File: src/hw/cpu_front_consts.svh
// Summary of operation
// - Core reset asserts only after reset pin reads low three consecutive cycles.
// - Non-maskable request is taken on a falling edge of its pin only.
// - A detected edge sets a pending flag that starts a service cycle.
// - Only bus control holds falling-edge registers; all else is rising-edge.
// - Bus strobes memReqN, ioReqN, rdN combine falling-edge registers with gates, moving on both edges.
// - Fully synchronous design, no internal three-state drivers, synchronous reset.
// - A 16-bit address output reaches a 64 kilobyte space.
// - Program, data and I/O spaces are addressed separately, 64 kilobytes each.
// - Address unit forms fetch, data, jump, return addresses; steps address register.
// - Address unit holds program counter, stack pointer, vector page, refresh.
// - One non-maskable interrupt and three selectable maskable interrupt modes.
// - ALU does 8-bit ops and flags; 16-bit add and inc/dec are elsewhere.
// - Register file has main and alternate sets of general and flag registers.
// - Accumulator, six 8-bit registers as three pairs, two 16-bit index registers.
// - Cycle controller coordinates units, interrupt acceptance, bus request, waits.
// - An on-core counter generates dynamic memory refresh addresses.
`ifndef CPU_FRONT_CONSTS_SVH
`define CPU_FRONT_CONSTS_SVH
`define ADDR_W 16
`define DATA_W 8
`define GP_COUNT 6
`define RST_LOW_CYCLES 2'h3
`define RESET_WORD 16'h0000
`define RESET_SP 16'hFFFF
`define RESET_BYTE 8'h00
`define SEL_NONE 3'h6
`define SEL_ACC 3'h7
`define FLAG_S 7
`define FLAG_Z 6
`define FLAG_H 4
`define FLAG_PV 2
`define FLAG_N 1
`define FLAG_C 0
`define DEF_NMI_VECTOR 16'h0000
`define DEF_INT_VECTOR 16'h0000
`endif

File: src/hw/cpu_front_pkg.sv
package cpu_front_pkg;
	typedef enum logic [2:0] {
		S_IDLE = 3'h0, S_T1 = 3'h1, S_T2 = 3'h3, S_T3 = 3'h2,
		S_RFSH = 3'h6, S_NMI = 3'h7, S_INTA = 3'h5, S_HOLD = 3'h4
	} state_t;
	typedef enum logic [4:0] {
		CMD_FETCH = 5'h00, CMD_MEM_RD = 5'h01, CMD_MEM_WR = 5'h02,
		CMD_IO_RD = 5'h03, CMD_IO_WR = 5'h04, CMD_PUSH = 5'h05,
		CMD_POP = 5'h06, CMD_JUMP = 5'h07, CMD_RET = 5'h08,
		CMD_LD_REG = 5'h09, CMD_ALU8 = 5'h0A, CMD_ADD16 = 5'h0B,
		CMD_INC16 = 5'h0C, CMD_DEC16 = 5'h0D, CMD_EXX = 5'h0E,
		CMD_SET_IM = 5'h0F, CMD_LD_I = 5'h10, CMD_LD_SP = 5'h11,
		CMD_LD_IDX = 5'h12, CMD_INTA = 5'h13
	} cmd_t;
	typedef enum logic [2:0] {
		ALU_ADD = 3'h0, ALU_ADC = 3'h1, ALU_SUB = 3'h2, ALU_SBC = 3'h3,
		ALU_AND = 3'h4, ALU_XOR = 3'h5, ALU_OR = 3'h6, ALU_CP = 3'h7
	} alu_op_t;
	typedef enum logic [3:0] {
		AOP_NONE = 4'h0, AOP_FETCH = 4'h1, AOP_DATA = 4'h2, AOP_PUSH = 4'h3,
		AOP_POP = 4'h4, AOP_JUMP = 4'h5, AOP_RET = 4'h6, AOP_VECTOR = 4'h7,
		AOP_RFSH = 4'h8, AOP_LDI = 4'h9, AOP_LDSP = 4'hA
	} addr_op_t;
	typedef enum logic [1:0] {
		SP_PROG = 2'h0, SP_DATA = 2'h1, SP_IO = 2'h2
	} space_t;
	typedef enum logic [1:0] {
		IM_0 = 2'h0, IM_1 = 2'h1, IM_2 = 2'h2
	} int_mode_t;

	// shared 16-bit step, kept out of the ALU
	function automatic logic [15:0] step16(input logic [15:0] v,
		input logic down);
		return down ? v - 16'h0001 : v + 16'h0001;
	endfunction
endpackage

File: src/hw/cpu_core_control_front_end.sv
`timescale 1ns/100ps
`include "cpu_front_consts.svh"
module cpu_core_control_front_end
	import cpu_front_pkg::*;
#(
	parameter logic [`ADDR_W-1:0] NMI_VECTOR = `DEF_NMI_VECTOR,
	parameter logic [`ADDR_W-1:0] INT_VECTOR = `DEF_INT_VECTOR
)
(
	// clock and resets
	input wire logic core_clk,
	input wire logic rst,
	input wire logic resetPinN,
	output logic coreRst,
	// interrupt pins
	input wire logic nmiN,
	input wire logic intN,
	output logic nmiPending,
	// external bus
	output logic [`ADDR_W-1:0] addrOut,
	output logic addrOutEn,
	input wire logic [`DATA_W-1:0] dataIn,
	output logic [`DATA_W-1:0] dataOut,
	output logic dataOutEn,
	output logic memReqN,
	output logic ioReqN,
	output logic rdN,
	output logic wrN,
	output logic m1N,
	output logic rfshN,
	output space_t space,
	input wire logic waitN,
	input wire logic busReqN,
	output logic busAckN,
	// command port
	input wire logic cmdValid,
	input wire cmd_t cmdCode,
	input wire logic [2:0] cmdReg,
	input wire alu_op_t cmdAlu,
	input wire logic [`ADDR_W-1:0] cmdAddr,
	input wire logic [`DATA_W-1:0] cmdData,
	output logic cmdReady,
	output logic respValid,
	output logic [`DATA_W-1:0] respData,
	// visible state
	output logic [`ADDR_W-1:0] programCounter,
	output logic [`ADDR_W-1:0] stackPointer,
	output logic [`DATA_W-1:0] accum,
	output logic [`DATA_W-1:0] flags,
	output logic [`DATA_W-1:0] instrCode,
	output int_mode_t intMode
);
	state_t state, nextState;
	cmd_t curCmd;
	logic [2:0] curReg;
	logic [1:0] lowCount;
	logic sysRst, nmiPrev, nmiFall, intEnabled, take, intTake;
	logic cycleOn, ackCycle, curIsMem, curIsIo;
	logic fallReq, fallRd, fallWr, fallRfsh;
	addr_op_t aop;
	logic [`ADDR_W-1:0] aAddr, returnAddr, ix, iy, pairVal, pairNew;
	logic [16:0] sum16;
	logic [7:0] intPage, refreshCount, accAlt, flagsAlt;
	logic [7:0] gp [0:`GP_COUNT-1];
	logic [7:0] gpAlt [0:`GP_COUNT-1];
	logic wrEn, aluCarry, aluSub;
	logic [2:0] wrSel;
	logic [7:0] wrVal, operand, aluRes, aluFlags;

	function automatic logic isWrite(input cmd_t c);
		return c == CMD_MEM_WR || c == CMD_IO_WR || c == CMD_PUSH;
	endfunction

	function automatic logic isRead(input cmd_t c);
		return c == CMD_MEM_RD || c == CMD_IO_RD || c == CMD_POP;
	endfunction

	function automatic logic isBus(input cmd_t c);
		return isRead(c) || isWrite(c) || c == CMD_FETCH;
	endfunction

	// reset filter runs on the raw reset only, so it can time the pin
	always_ff @(posedge core_clk)
	begin
		if (rst)
		begin
			lowCount <= 2'h0;
			coreRst <= 1'b1;
		end
		else if (resetPinN)
		begin
			lowCount <= 2'h0;
			coreRst <= 1'b0;
		end
		else if (lowCount == `RST_LOW_CYCLES - 2'h1)
			coreRst <= 1'b1;
		else
			lowCount <= lowCount + 2'h1;
	end

	assign sysRst = rst | coreRst;

	// nmi edge detect; a new edge wins over the service clear
	assign nmiFall = nmiPrev & ~nmiN;
	always_ff @(posedge core_clk)
	begin
		if (sysRst)
		begin
			nmiPrev <= 1'b1;
			nmiPending <= 1'b0;
		end
		else
		begin
			nmiPrev <= nmiN;
			if (nmiFall)
				nmiPending <= 1'b1;
			else if (state == S_IDLE && nextState == S_NMI)
				nmiPending <= 1'b0;
		end
	end

	// acceptance: bus request first, then nmi, then maskable, then command
	assign intTake = state == S_IDLE && busReqN && !nmiPending &&
		!intN && intEnabled;
	assign cmdReady = state == S_IDLE && busReqN && !nmiPending &&
		!intTake;
	assign take = cmdValid & cmdReady;

	// cycle controller next state
	always_comb
	begin
		nextState = state;
		case (state)
			S_IDLE:
				if (!busReqN)
					nextState = S_HOLD;
				else if (nmiPending)
					nextState = S_NMI;
				else if (intTake)
					nextState = S_INTA;
				else if (take && isBus(cmdCode))
					nextState = S_T1;
			S_T1: nextState = S_T2;
			S_INTA: nextState = S_T2;
			S_T2:
				if (waitN)
					nextState = S_T3;
			S_T3: nextState = curCmd == CMD_FETCH ? S_RFSH : S_IDLE;
			S_HOLD:
				if (busReqN)
					nextState = S_IDLE;
			default: nextState = S_IDLE;
		endcase
	end

	always_ff @(posedge core_clk)
	begin
		if (sysRst)
			state <= S_IDLE;
		else
			state <= nextState;
	end

	// latched command, space and write data for the bus cycle
	always_ff @(posedge core_clk)
	begin
		if (sysRst)
		begin
			curCmd <= CMD_FETCH;
			curReg <= `SEL_NONE;
			space <= SP_PROG;
			dataOut <= `RESET_BYTE;
		end
		else if (intTake)
			curCmd <= CMD_INTA;
		else if (take)
		begin
			curCmd <= cmdCode;
			curReg <= cmdReg;
			dataOut <= cmdData;
			if (cmdCode == CMD_FETCH)
				space <= SP_PROG;
			else if (cmdCode == CMD_IO_RD || cmdCode == CMD_IO_WR)
				space <= SP_IO;
			else
				space <= SP_DATA;
		end
	end

	// interrupt mode and enable; acceptance masks further requests
	always_ff @(posedge core_clk)
	begin
		if (sysRst)
		begin
			intMode <= IM_0;
			intEnabled <= 1'b0;
		end
		else if (intTake)
			intEnabled <= 1'b0;
		else if (take && cmdCode == CMD_SET_IM)
		begin
			intMode <= int_mode_t'(cmdData[1:0]);
			intEnabled <= cmdData[2];
		end
	end

	// address unit requests
	always_comb
	begin
		aop = AOP_NONE;
		aAddr = cmdAddr;
		case (state)
			S_IDLE:
				if (take)
					case (cmdCode)
						CMD_FETCH: aop = AOP_FETCH;
						CMD_MEM_RD, CMD_MEM_WR, CMD_IO_RD, CMD_IO_WR:
							aop = AOP_DATA;
						CMD_PUSH: aop = AOP_PUSH;
						CMD_POP: aop = AOP_POP;
						CMD_JUMP: aop = AOP_JUMP;
						CMD_RET: aop = AOP_RET;
						CMD_LD_I: aop = AOP_LDI;
						CMD_LD_SP: aop = AOP_LDSP;
						default: aop = AOP_NONE;
					endcase
			S_T3:
				if (curCmd == CMD_FETCH)
					aop = AOP_RFSH;
				else if (curCmd == CMD_INTA && intMode != IM_0)
				begin
					aop = AOP_VECTOR;
					aAddr = intMode == IM_1 ? INT_VECTOR : {intPage, dataIn};
				end
			S_NMI:
			begin
				aop = AOP_VECTOR;
				aAddr = NMI_VECTOR;
			end
			default: aop = AOP_NONE;
		endcase
	end

	addr_unit u_addr (
		.core_clk(core_clk),
		.sysRst(sysRst),
		.op(aop),
		.opAddr(aAddr),
		.busAddr(addrOut),
		.programCounter(programCounter),
		.stackPointer(stackPointer),
		.returnAddr(returnAddr),
		.intPage(intPage),
		.refreshCount(refreshCount)
	);

	// falling-edge half of bus control; the only negedge logic in the core
	always_ff @(negedge core_clk)
	begin
		if (sysRst)
		begin
			fallReq <= 1'b0;
			fallRd <= 1'b0;
			fallWr <= 1'b0;
			fallRfsh <= 1'b0;
		end
		else
		begin
			fallReq <= cycleOn;
			fallRd <= cycleOn && !isWrite(curCmd);
			fallWr <= state == S_T2 && isWrite(curCmd);
			fallRfsh <= state == S_RFSH;
		end
	end

	// strobes: memReqN, ioReqN, rdN assert on a falling edge, release on a rising edge; wrN moves on falling edges; m1N, rfshN on rising edges
	assign cycleOn = state == S_T1 || state == S_T2 || state == S_T3 ||
		state == S_INTA;
	assign ackCycle = curCmd == CMD_INTA;
	assign curIsIo = curCmd == CMD_IO_RD || curCmd == CMD_IO_WR;
	assign curIsMem = !curIsIo && !ackCycle;
	assign memReqN = !((fallReq && cycleOn && curIsMem) ||
		(fallRfsh && state == S_RFSH));
	assign ioReqN = !(fallReq && cycleOn && (curIsIo || ackCycle));
	assign rdN = !(fallRd && cycleOn && !ackCycle);
	assign wrN = !(fallWr && (state == S_T2 || state == S_T3));
	assign m1N = !(cycleOn && (curCmd == CMD_FETCH || ackCycle));
	assign rfshN = state != S_RFSH;
	assign dataOutEn = cycleOn && isWrite(curCmd);
	assign addrOutEn = state != S_HOLD;
	assign busAckN = state != S_HOLD;

	// operand and 8-bit ALU; 16-bit steps use the shared incrementer
	always_comb
	begin
		operand = cmdReg == `SEL_ACC ? accum :
			cmdReg == `SEL_NONE ? cmdData : gp[cmdReg];
		aluSub = cmdAlu == ALU_SUB || cmdAlu == ALU_SBC || cmdAlu == ALU_CP;
		aluCarry = 1'b0;
		aluFlags = `RESET_BYTE;
		case (cmdAlu)
			ALU_ADD: {aluCarry, aluRes} = {1'b0, accum} + {1'b0, operand};
			ALU_ADC: {aluCarry, aluRes} = {1'b0, accum} + {1'b0, operand} +
				{8'h00, flags[`FLAG_C]};
			ALU_SBC: {aluCarry, aluRes} = {1'b0, accum} - {1'b0, operand} -
				{8'h00, flags[`FLAG_C]};
			ALU_AND: aluRes = accum & operand;
			ALU_XOR: aluRes = accum ^ operand;
			ALU_OR: aluRes = accum | operand;
			default: {aluCarry, aluRes} = {1'b0, accum} - {1'b0, operand};
		endcase
		aluFlags[`FLAG_S] = aluRes[7];
		aluFlags[`FLAG_Z] = aluRes == 8'h00;
		aluFlags[`FLAG_H] = accum[4] ^ operand[4] ^ aluRes[4];
		aluFlags[`FLAG_N] = aluSub;
		aluFlags[`FLAG_C] = aluCarry;
		if (cmdAlu == ALU_AND || cmdAlu == ALU_XOR || cmdAlu == ALU_OR)
			aluFlags[`FLAG_PV] = ~^aluRes;
		else
			aluFlags[`FLAG_PV] = ((accum[7] ^ operand[7]) == aluSub) &&
				(aluRes[7] != accum[7]);
	end

	// register pairs, 16-bit add, and inc/dec outside the ALU
	always_comb
	begin
		case (cmdReg[1:0])
			2'h0: pairVal = {gp[0], gp[1]};
			2'h1: pairVal = {gp[2], gp[3]};
			2'h2: pairVal = {gp[4], gp[5]};
			default: pairVal = stackPointer;
		endcase
		sum16 = {1'b0, gp[4], gp[5]} + {1'b0, pairVal};
		pairNew = step16(pairVal, cmdCode == CMD_DEC16);
	end

	// single 8-bit write port: loads, ALU result, bus read data
	always_comb
	begin
		wrEn = 1'b0;
		wrSel = `SEL_NONE;
		wrVal = cmdData;
		if (take && cmdCode == CMD_LD_REG)
		begin
			wrEn = 1'b1;
			wrSel = cmdReg;
		end
		else if (take && cmdCode == CMD_ALU8 && cmdAlu != ALU_CP)
		begin
			wrEn = 1'b1;
			wrSel = `SEL_ACC;
			wrVal = aluRes;
		end
		else if (state == S_T3 && isRead(curCmd))
		begin
			wrEn = 1'b1;
			wrSel = curReg;
			wrVal = dataIn;
		end
	end

	// register bank with alternate set; exchange swaps all of it at once
	always_ff @(posedge core_clk)
	begin
		if (sysRst)
		begin
			for (int i = 0; i < `GP_COUNT; i++)
			begin
				gp[i] <= `RESET_BYTE;
				gpAlt[i] <= `RESET_BYTE;
			end
			accum <= `RESET_BYTE;
			accAlt <= `RESET_BYTE;
			flags <= `RESET_BYTE;
			flagsAlt <= `RESET_BYTE;
			ix <= `RESET_WORD;
			iy <= `RESET_WORD;
		end
		else
		begin
			if (wrEn && wrSel == `SEL_ACC)
				accum <= wrVal;
			else if (wrEn && wrSel < `SEL_NONE)
				gp[wrSel] <= wrVal;
			if (take)
				case (cmdCode)
					CMD_ALU8: flags <= aluFlags;
					CMD_ADD16:
					begin
						{gp[4], gp[5]} <= sum16[15:0];
						flags[`FLAG_C] <= sum16[16];
						flags[`FLAG_N] <= 1'b0;
					end
					CMD_INC16, CMD_DEC16:
						case (cmdReg[1:0])
							2'h0: {gp[0], gp[1]} <= pairNew;
							2'h1: {gp[2], gp[3]} <= pairNew;
							2'h2: {gp[4], gp[5]} <= pairNew;
							default: ;
						endcase
					CMD_EXX:
					begin
						gp <= gpAlt;
						gpAlt <= gp;
						accum <= accAlt;
						accAlt <= accum;
						flags <= flagsAlt;
						flagsAlt <= flags;
					end
					CMD_LD_IDX:
						if (cmdReg[0])
							iy <= cmdAddr;
						else
							ix <= cmdAddr;
					default: ;
				endcase
		end
	end

	// response, fetched opcode and mode 0 acknowledge byte
	always_ff @(posedge core_clk)
	begin
		if (sysRst)
		begin
			respValid <= 1'b0;
			respData <= `RESET_BYTE;
			instrCode <= `RESET_BYTE;
		end
		else
		begin
			respValid <= (take && !isBus(cmdCode)) ||
				(state == S_T3 && !ackCycle);
			if (state == S_T3)
				respData <= dataIn;
			if (state == S_T3 && (curCmd == CMD_FETCH ||
				(ackCycle && intMode == IM_0)))
				instrCode <= dataIn;
		end
	end

	a_rst_filter: assert property (@(posedge core_clk) disable iff (rst)
		(!resetPinN) [*3] |=> coreRst)
		else $error("core reset missing after three low samples");
	a_rst_short: assert property (@(posedge core_clk) disable iff (rst)
		!coreRst && !resetPinN && $past(resetPinN) |=> !coreRst ##1 !coreRst
		or resetPinN)
		else $error("core reset asserted too early");
	a_rst_release: assert property (@(posedge core_clk) disable iff (rst)
		resetPinN |=> !coreRst)
		else $error("core reset held with pin high");
	a_nmi_edge: assert property (@(posedge core_clk) disable iff (sysRst)
		nmiPrev && !nmiN |=> nmiPending)
		else $error("nmi falling edge not caught");
	a_nmi_level: assert property (@(posedge core_clk) disable iff (sysRst)
		!nmiPending && !nmiPrev && !nmiN |=> !nmiPending)
		else $error("nmi taken on steady low level");
	a_nmi_serve: assert property (@(posedge core_clk) disable iff (sysRst)
		state == S_IDLE && nmiPending && busReqN |=> state == S_NMI
		##1 programCounter == NMI_VECTOR)
		else $error("pending nmi did not start service");
	a_nmi_clear: assert property (@(posedge core_clk) disable iff (sysRst)
		$rose(state == S_NMI) && !$past(nmiFall) |-> !nmiPending)
		else $error("nmi pending survived its service");
	a_wait_hold: assert property (@(posedge core_clk) disable iff (sysRst)
		state == S_T2 && !waitN |=> state == S_T2 && !rdN == $past(!rdN))
		else $error("wait state not inserted");
	a_bus_grant: assert property (@(posedge core_clk) disable iff (sysRst)
		state == S_IDLE && !busReqN |=> !busAckN && !addrOutEn && memReqN)
		else $error("bus request not granted");
	a_fetch_addr: assert property (@(posedge core_clk) disable iff (sysRst)
		take && cmdCode == CMD_FETCH |=> addrOut == $past(programCounter) &&
		programCounter == $past(programCounter) + 16'h0001)
		else $error("fetch address or pc step wrong");
	a_rfsh_step: assert property (@(posedge core_clk) disable iff (sysRst)
		state == S_RFSH |-> !rfshN && addrOut[6:0] == $past(refreshCount[6:0])
		&& refreshCount[6:0] == $past(refreshCount[6:0]) + 7'h01)
		else $error("refresh address or count wrong");
	a_wr_window: assert property (@(posedge core_clk) disable iff (sysRst)
		!wrN |-> (state == S_T2 || state == S_T3) && isWrite(curCmd))
		else $error("write strobe outside its window");
endmodule

File: src/hw/addr_unit.sv
`timescale 1ns/100ps
`include "cpu_front_consts.svh"
module addr_unit
	import cpu_front_pkg::*;
(
	// clock and reset
	input wire logic core_clk,
	input wire logic sysRst,
	// operation request
	input wire addr_op_t op,
	input wire logic [`ADDR_W-1:0] opAddr,
	// held addresses
	output logic [`ADDR_W-1:0] busAddr,
	output logic [`ADDR_W-1:0] programCounter,
	output logic [`ADDR_W-1:0] stackPointer,
	output logic [`ADDR_W-1:0] returnAddr,
	output logic [7:0] intPage,
	output logic [7:0] refreshCount
);
	// program counter and saved return address
	always_ff @(posedge core_clk)
	begin
		if (sysRst)
		begin
			programCounter <= `RESET_WORD;
			returnAddr <= `RESET_WORD;
		end
		else
			case (op)
				AOP_FETCH: programCounter <= step16(programCounter, 1'b0);
				AOP_JUMP: programCounter <= opAddr;
				AOP_RET: programCounter <= returnAddr;
				AOP_VECTOR:
				begin
					returnAddr <= programCounter;
					programCounter <= opAddr;
				end
				default: ;
			endcase
	end

	// stack pointer: pre-decrement on push, post-increment on pop
	always_ff @(posedge core_clk)
	begin
		if (sysRst)
			stackPointer <= `RESET_SP;
		else
			case (op)
				AOP_PUSH: stackPointer <= step16(stackPointer, 1'b1);
				AOP_POP: stackPointer <= step16(stackPointer, 1'b0);
				AOP_LDSP: stackPointer <= opAddr;
				default: ;
			endcase
	end

	// address register driven onto the pins
	always_ff @(posedge core_clk)
	begin
		if (sysRst)
			busAddr <= `RESET_WORD;
		else
			case (op)
				AOP_FETCH: busAddr <= programCounter;
				AOP_DATA: busAddr <= opAddr;
				AOP_PUSH: busAddr <= step16(stackPointer, 1'b1);
				AOP_POP: busAddr <= stackPointer;
				AOP_RFSH: busAddr <= {intPage, refreshCount};
				default: ;
			endcase
	end

	// vector page and refresh counter; bit 7 of refresh is left alone
	always_ff @(posedge core_clk)
	begin
		if (sysRst)
		begin
			intPage <= `RESET_BYTE;
			refreshCount <= `RESET_BYTE;
		end
		else
		begin
			if (op == AOP_LDI)
				intPage <= opAddr[7:0];
			if (op == AOP_RFSH)
				refreshCount <= {refreshCount[7],
					refreshCount[6:0] + 7'h01};
		end
	end
endmodule

File: config.mk
export PLATFORM = sky130hd
export DESIGN_NAME = cpu_core_control_front_end
export DESIGN_NICKNAME = d
export VERILOG_FILES = /design/src/hw/cpu_front_pkg.sv /design/src/hw/cpu_core_control_front_end.sv /design/src/hw/addr_unit.sv
export VERILOG_INCLUDE_DIRS = /design/src /design/src/hw
export SDC_FILE = /design/constraint.sdc
export NUM_CORES = 1
export LEC_CHECK = 0
export ABC_AREA = 0
export ABC_CLOCK_PERIOD_IN_PS = 5700
export BUFFER_PORTS_ARGS = -buffer_cell sky130_fd_sc_hd__buf_4
export CAP_MARGIN = 10
export CORE_MARGIN = 2
export CORE_UTILIZATION = 41
export CTS_BUF_LIST = sky130_fd_sc_hd__clkbuf_8
export DETAILED_ROUTE_END_ITERATION = 16
export GPL_TIMING_DRIVEN = 1
export PLACE_DENSITY = 0.57
export SYNTH_ARGS = -nofsm -noshare
export SYNTH_HDL_FRONTEND = slang
export SYNTH_SLANG_ARGS = --single-unit
File: constraint.sdc
create_clock -name core_clk -period 5.7 [get_ports core_clk]
set_input_delay 0.285 -clock core_clk [delete_from_list [all_inputs] [get_ports core_clk]]
set_output_delay 0.285 -clock core_clk [all_outputs]
set_load 0.01 [all_outputs]
==> flow_summary.ini <==
[outcome]
status = finished clean

[grt]
grt_pass1_wl_um = 108000
grt_start_max_net_pins = 79
grt_overflow = 0
grt_pass1_vias = 17400
antenna_found_initial = 0
grt_use_total = 0.318

[place]
hpwl_um = 51800
place_congestion = 0.941
placed_cells = 2884
portBuffers = 155

[floorplanning]
ios = 156
core_mm2 = 0.0419
row_count = 75
dieArea_mm2 = 0.0441
die_w_um = 210
die_h_um = 210
initial_core_util = 0.415

[clock_network]
cts_max_level = 2
root_buffer = clkbuf_8
clock_latency_ns = 0.67
cts_tree = built
cts_setup_buffers = 0
numCtsBuffers = 49
clk_pin_slew_ns = 0.06
clockBufferDepth = 3
cts_sinks = 257

[setup_path]
required_ns = 6.28
crit_start = gp[16]
critPathCaptureType = flop
rr_worst_depth = 21
reg2reg_from = gp[16]
crit_arrival_ns = 5.74
r2r_slack_ns = 0.53
start_kind = flop
path_max_fanout = 6
critical_path_class = reg2reg

[sta]
fin_crit_sh = 0.907
finalHoldViolations = 0
rsz0062_at_grt = false
tightest_slew_ns = 1.27
fin_crit_ns = 5.17
clock_skew_ns = 0.0391
maxSlewHeadroom = 0.151
finalSetupTns_ns = 0
drv_slew = 0
fmax_mhz = 193
finalSetupViolCount = 0

[finish]
layout.cells.non_filler = 3005
synthToLayoutAreaGrowth_pct = 17.4
final_cell_mix = 403 x nand2_1, 257 x dfxtp_1, 254 x a21oi_1
drive_gt1_frac = 0.155
final_common_cell = nand2_1
nets = 2548

[routing]
drcViolationCount = 0
detail_route.wl_per_cell_um = 23.9
ant_nets = 0
num_vias = 18400
routed_wl_um = 71800
drt_pass1_iterations = 6
avgViaCountPerCell = 6.12
drt_iter0_drc = 2084

[yosys]
yosysWarningCount = 0
ys_seq_area_frac = 0.296
syn_nets = 2418
syn-cell-area_mm2 = 0.0174
synth_edf_count = 0
syn_inst = 2296
synth_seq_cells = 257
synthFlopType = dfxtp_1
postSynthAreaPerCell_um2 = 7.57
synth-async-reset-ratio = 0
synth.distinct_cells = 102

[power_and_ir_drop]
power_density_mw_per_mm2 = 218
switchingPower_mw = 1.26
ir_drop_mv = 0.206
p_comb_frac = 0.121
swShare = 0.282
power_frac_clock = 0.472
power.share.sequential = 0.407
internal_power_mw = 3.20
power.leakage_nw = 7.74

[worst_hold_path]
hold_start = cmdReg[2]
hp-class = in2reg
hold_depth = 3

[run]
max_cap_viol_count = 0
## registers in the layout, summed over array words and instances, names as in the netlist, 2 cells and up
| signal | cells |
|---|---|
| gp | 48 |
| u_addr.returnAddr | 16 |
| dataOut | 8 |
| lowCount | 2 |
| flags | 8 |
| accum | 8 |
| space | 2 |
| flagsAlt | 8 |
| state | 3 |
| u_addr.busAddr | 16 |
| intMode | 2 |
| respData | 8 |
| curReg | 3 |
| u_addr.programCounter | 16 |
| accAlt | 8 |
| instrCode | 8 |
| u_addr.stackPointer | 16 |
| gpAlt | 48 |
| u_addr.intPage | 8 |
| curCmd | 5 |
| u_addr.refreshCount | 7 |
## worst max-delay path, cell delays in order (launching register included)
cell	delay, ns
dfxtp_1	0.35
mux4_2	0.52
mux2i_1	0.24
inv_1	0.10
ha_1	0.24
fa_1	0.45
a211o_1	0.32
a211o_1	0.29
a221oi_1	0.35
nand4_1	0.18
nand3_1	0.13
nand3_1	0.15
a21oi_1	0.26
inv_1	0.08
ha_1	0.29
xnor2_1	0.17
xnor2_1	0.14
nand3_1	0.13
and3_1	0.23
a32oi_1	0.16
nand3_1	0.10
o31ai_1	0.21
## Yosys cell counts (21+ instances only)
cell type    n  area (um2)
a211oi_1    32         240
a21oi_1    254        1270
a221oi_1    21         184
a22oi_1     43         323
a31oi_1     33         206
and3_1      29         181
clkbuf_1   121         454
dfxtp_1    257        5140
ha_1        67         838
inv_1       58         218
mux2i_1     40         400
mux4_2      29         653
nand2_1    404        1520
nand3_1     67         335
nor2_1     193         724
nor2b_1     21         131
nor3_1      63         315
o21ai_0    114         571
o22ai_1     21         131
or3_1       25         156
xnor2_1     33         289
xor2_1      21         184
## through the flow
step / cell area [um2] / worst slack (ns) / power [mW] / utilization / hold slack [ns]
finish: 20400 / 0.532 / 4.46 / 0.487 / 0.0420
global route: 20400 / 0.109 / 4.61 / 0.487 / 0.0505
CTS: 20400 / 0.522 / 4.49 / 0.487 / 0.00558
detailed placement: 19000 / 0.278 / 2.37 / 0.454 / 0.444
global placement: 19000 / 0.344 / 2.37 / 0.454 / 0.438
floorplan: 17400 / 0.0259 / 2.18 / - / 0.362
## layout make-up
class	instances	area [um2]
Tap cell	539	674
Clock inverter	32	283
Antenna cell	2	5.00
Sequential cell	257	5140
Timing Repair Buffer	231	1830
Multi-Input combinational cell	1824	11400
Inverter	59	221
Fill cell	4198	21500
Clock buffer	61	840
## layer usage
| layer | routed length [um] | vias to the layer above | global-route usage | share of wire |
|---|---|---|---|---|
| li1 | - | 8627 | - | - |
| met1 | 30100 | 8711 | 0.414 | 0.42 |
| met2 | 32900 | 858 | 0.515 | 0.46 |
| met3 | 5120 | 195 | 0.0515 | 0.071 |
| met4 | 3630 | 0 | 0.156 | 0.051 |
| met5 | 0 | - | 0 | 0 |
## timing repair
action | in CTS | in global routing
endpoints found under the hold margin | 39 | 0
gates resized for setup | 0 | 0
hold buffers | 27 | 0
## path summary, 6_finish.rpt
kind                           to
max                      flags[2]
min                     curReg[2]
max reg2reg              flags[2]
min reg2reg  u_addr.returnAddr[7]
## cell families (layout without fill, tap and decap cells)
kind of cell | after synthesis | in the layout | share of synthesized area
DFF | 257 | 257 | 0.296
muxes | 82 | 82 | 0.0692
and+or+nand+nor | 913 | 913 | 0.244
other | 0 | 2 | 0
AOI/OAI and AO/OA | 703 | 703 | 0.261
adders and majority gates | 72 | 72 | 0.0534
buffers and inverters | 215 | 383 | 0.0498
xor gates and xnor gates | 54 | 54 | 0.0272
## power groups by stage
stage          sequential, mW  combinational (mW)  clock (mW)
3_3_place_gp             1.85               0.512     0.00546
4_1_cts                  1.82               0.529        2.14
2_1_floorplan            1.85               0.322     0.00546
6_report                 1.82               0.538        2.11
3_5_place_dp             1.85               0.512     0.00546
5_1_grt                  1.82               0.574        2.22
Power figures use the tool's default switching activity.
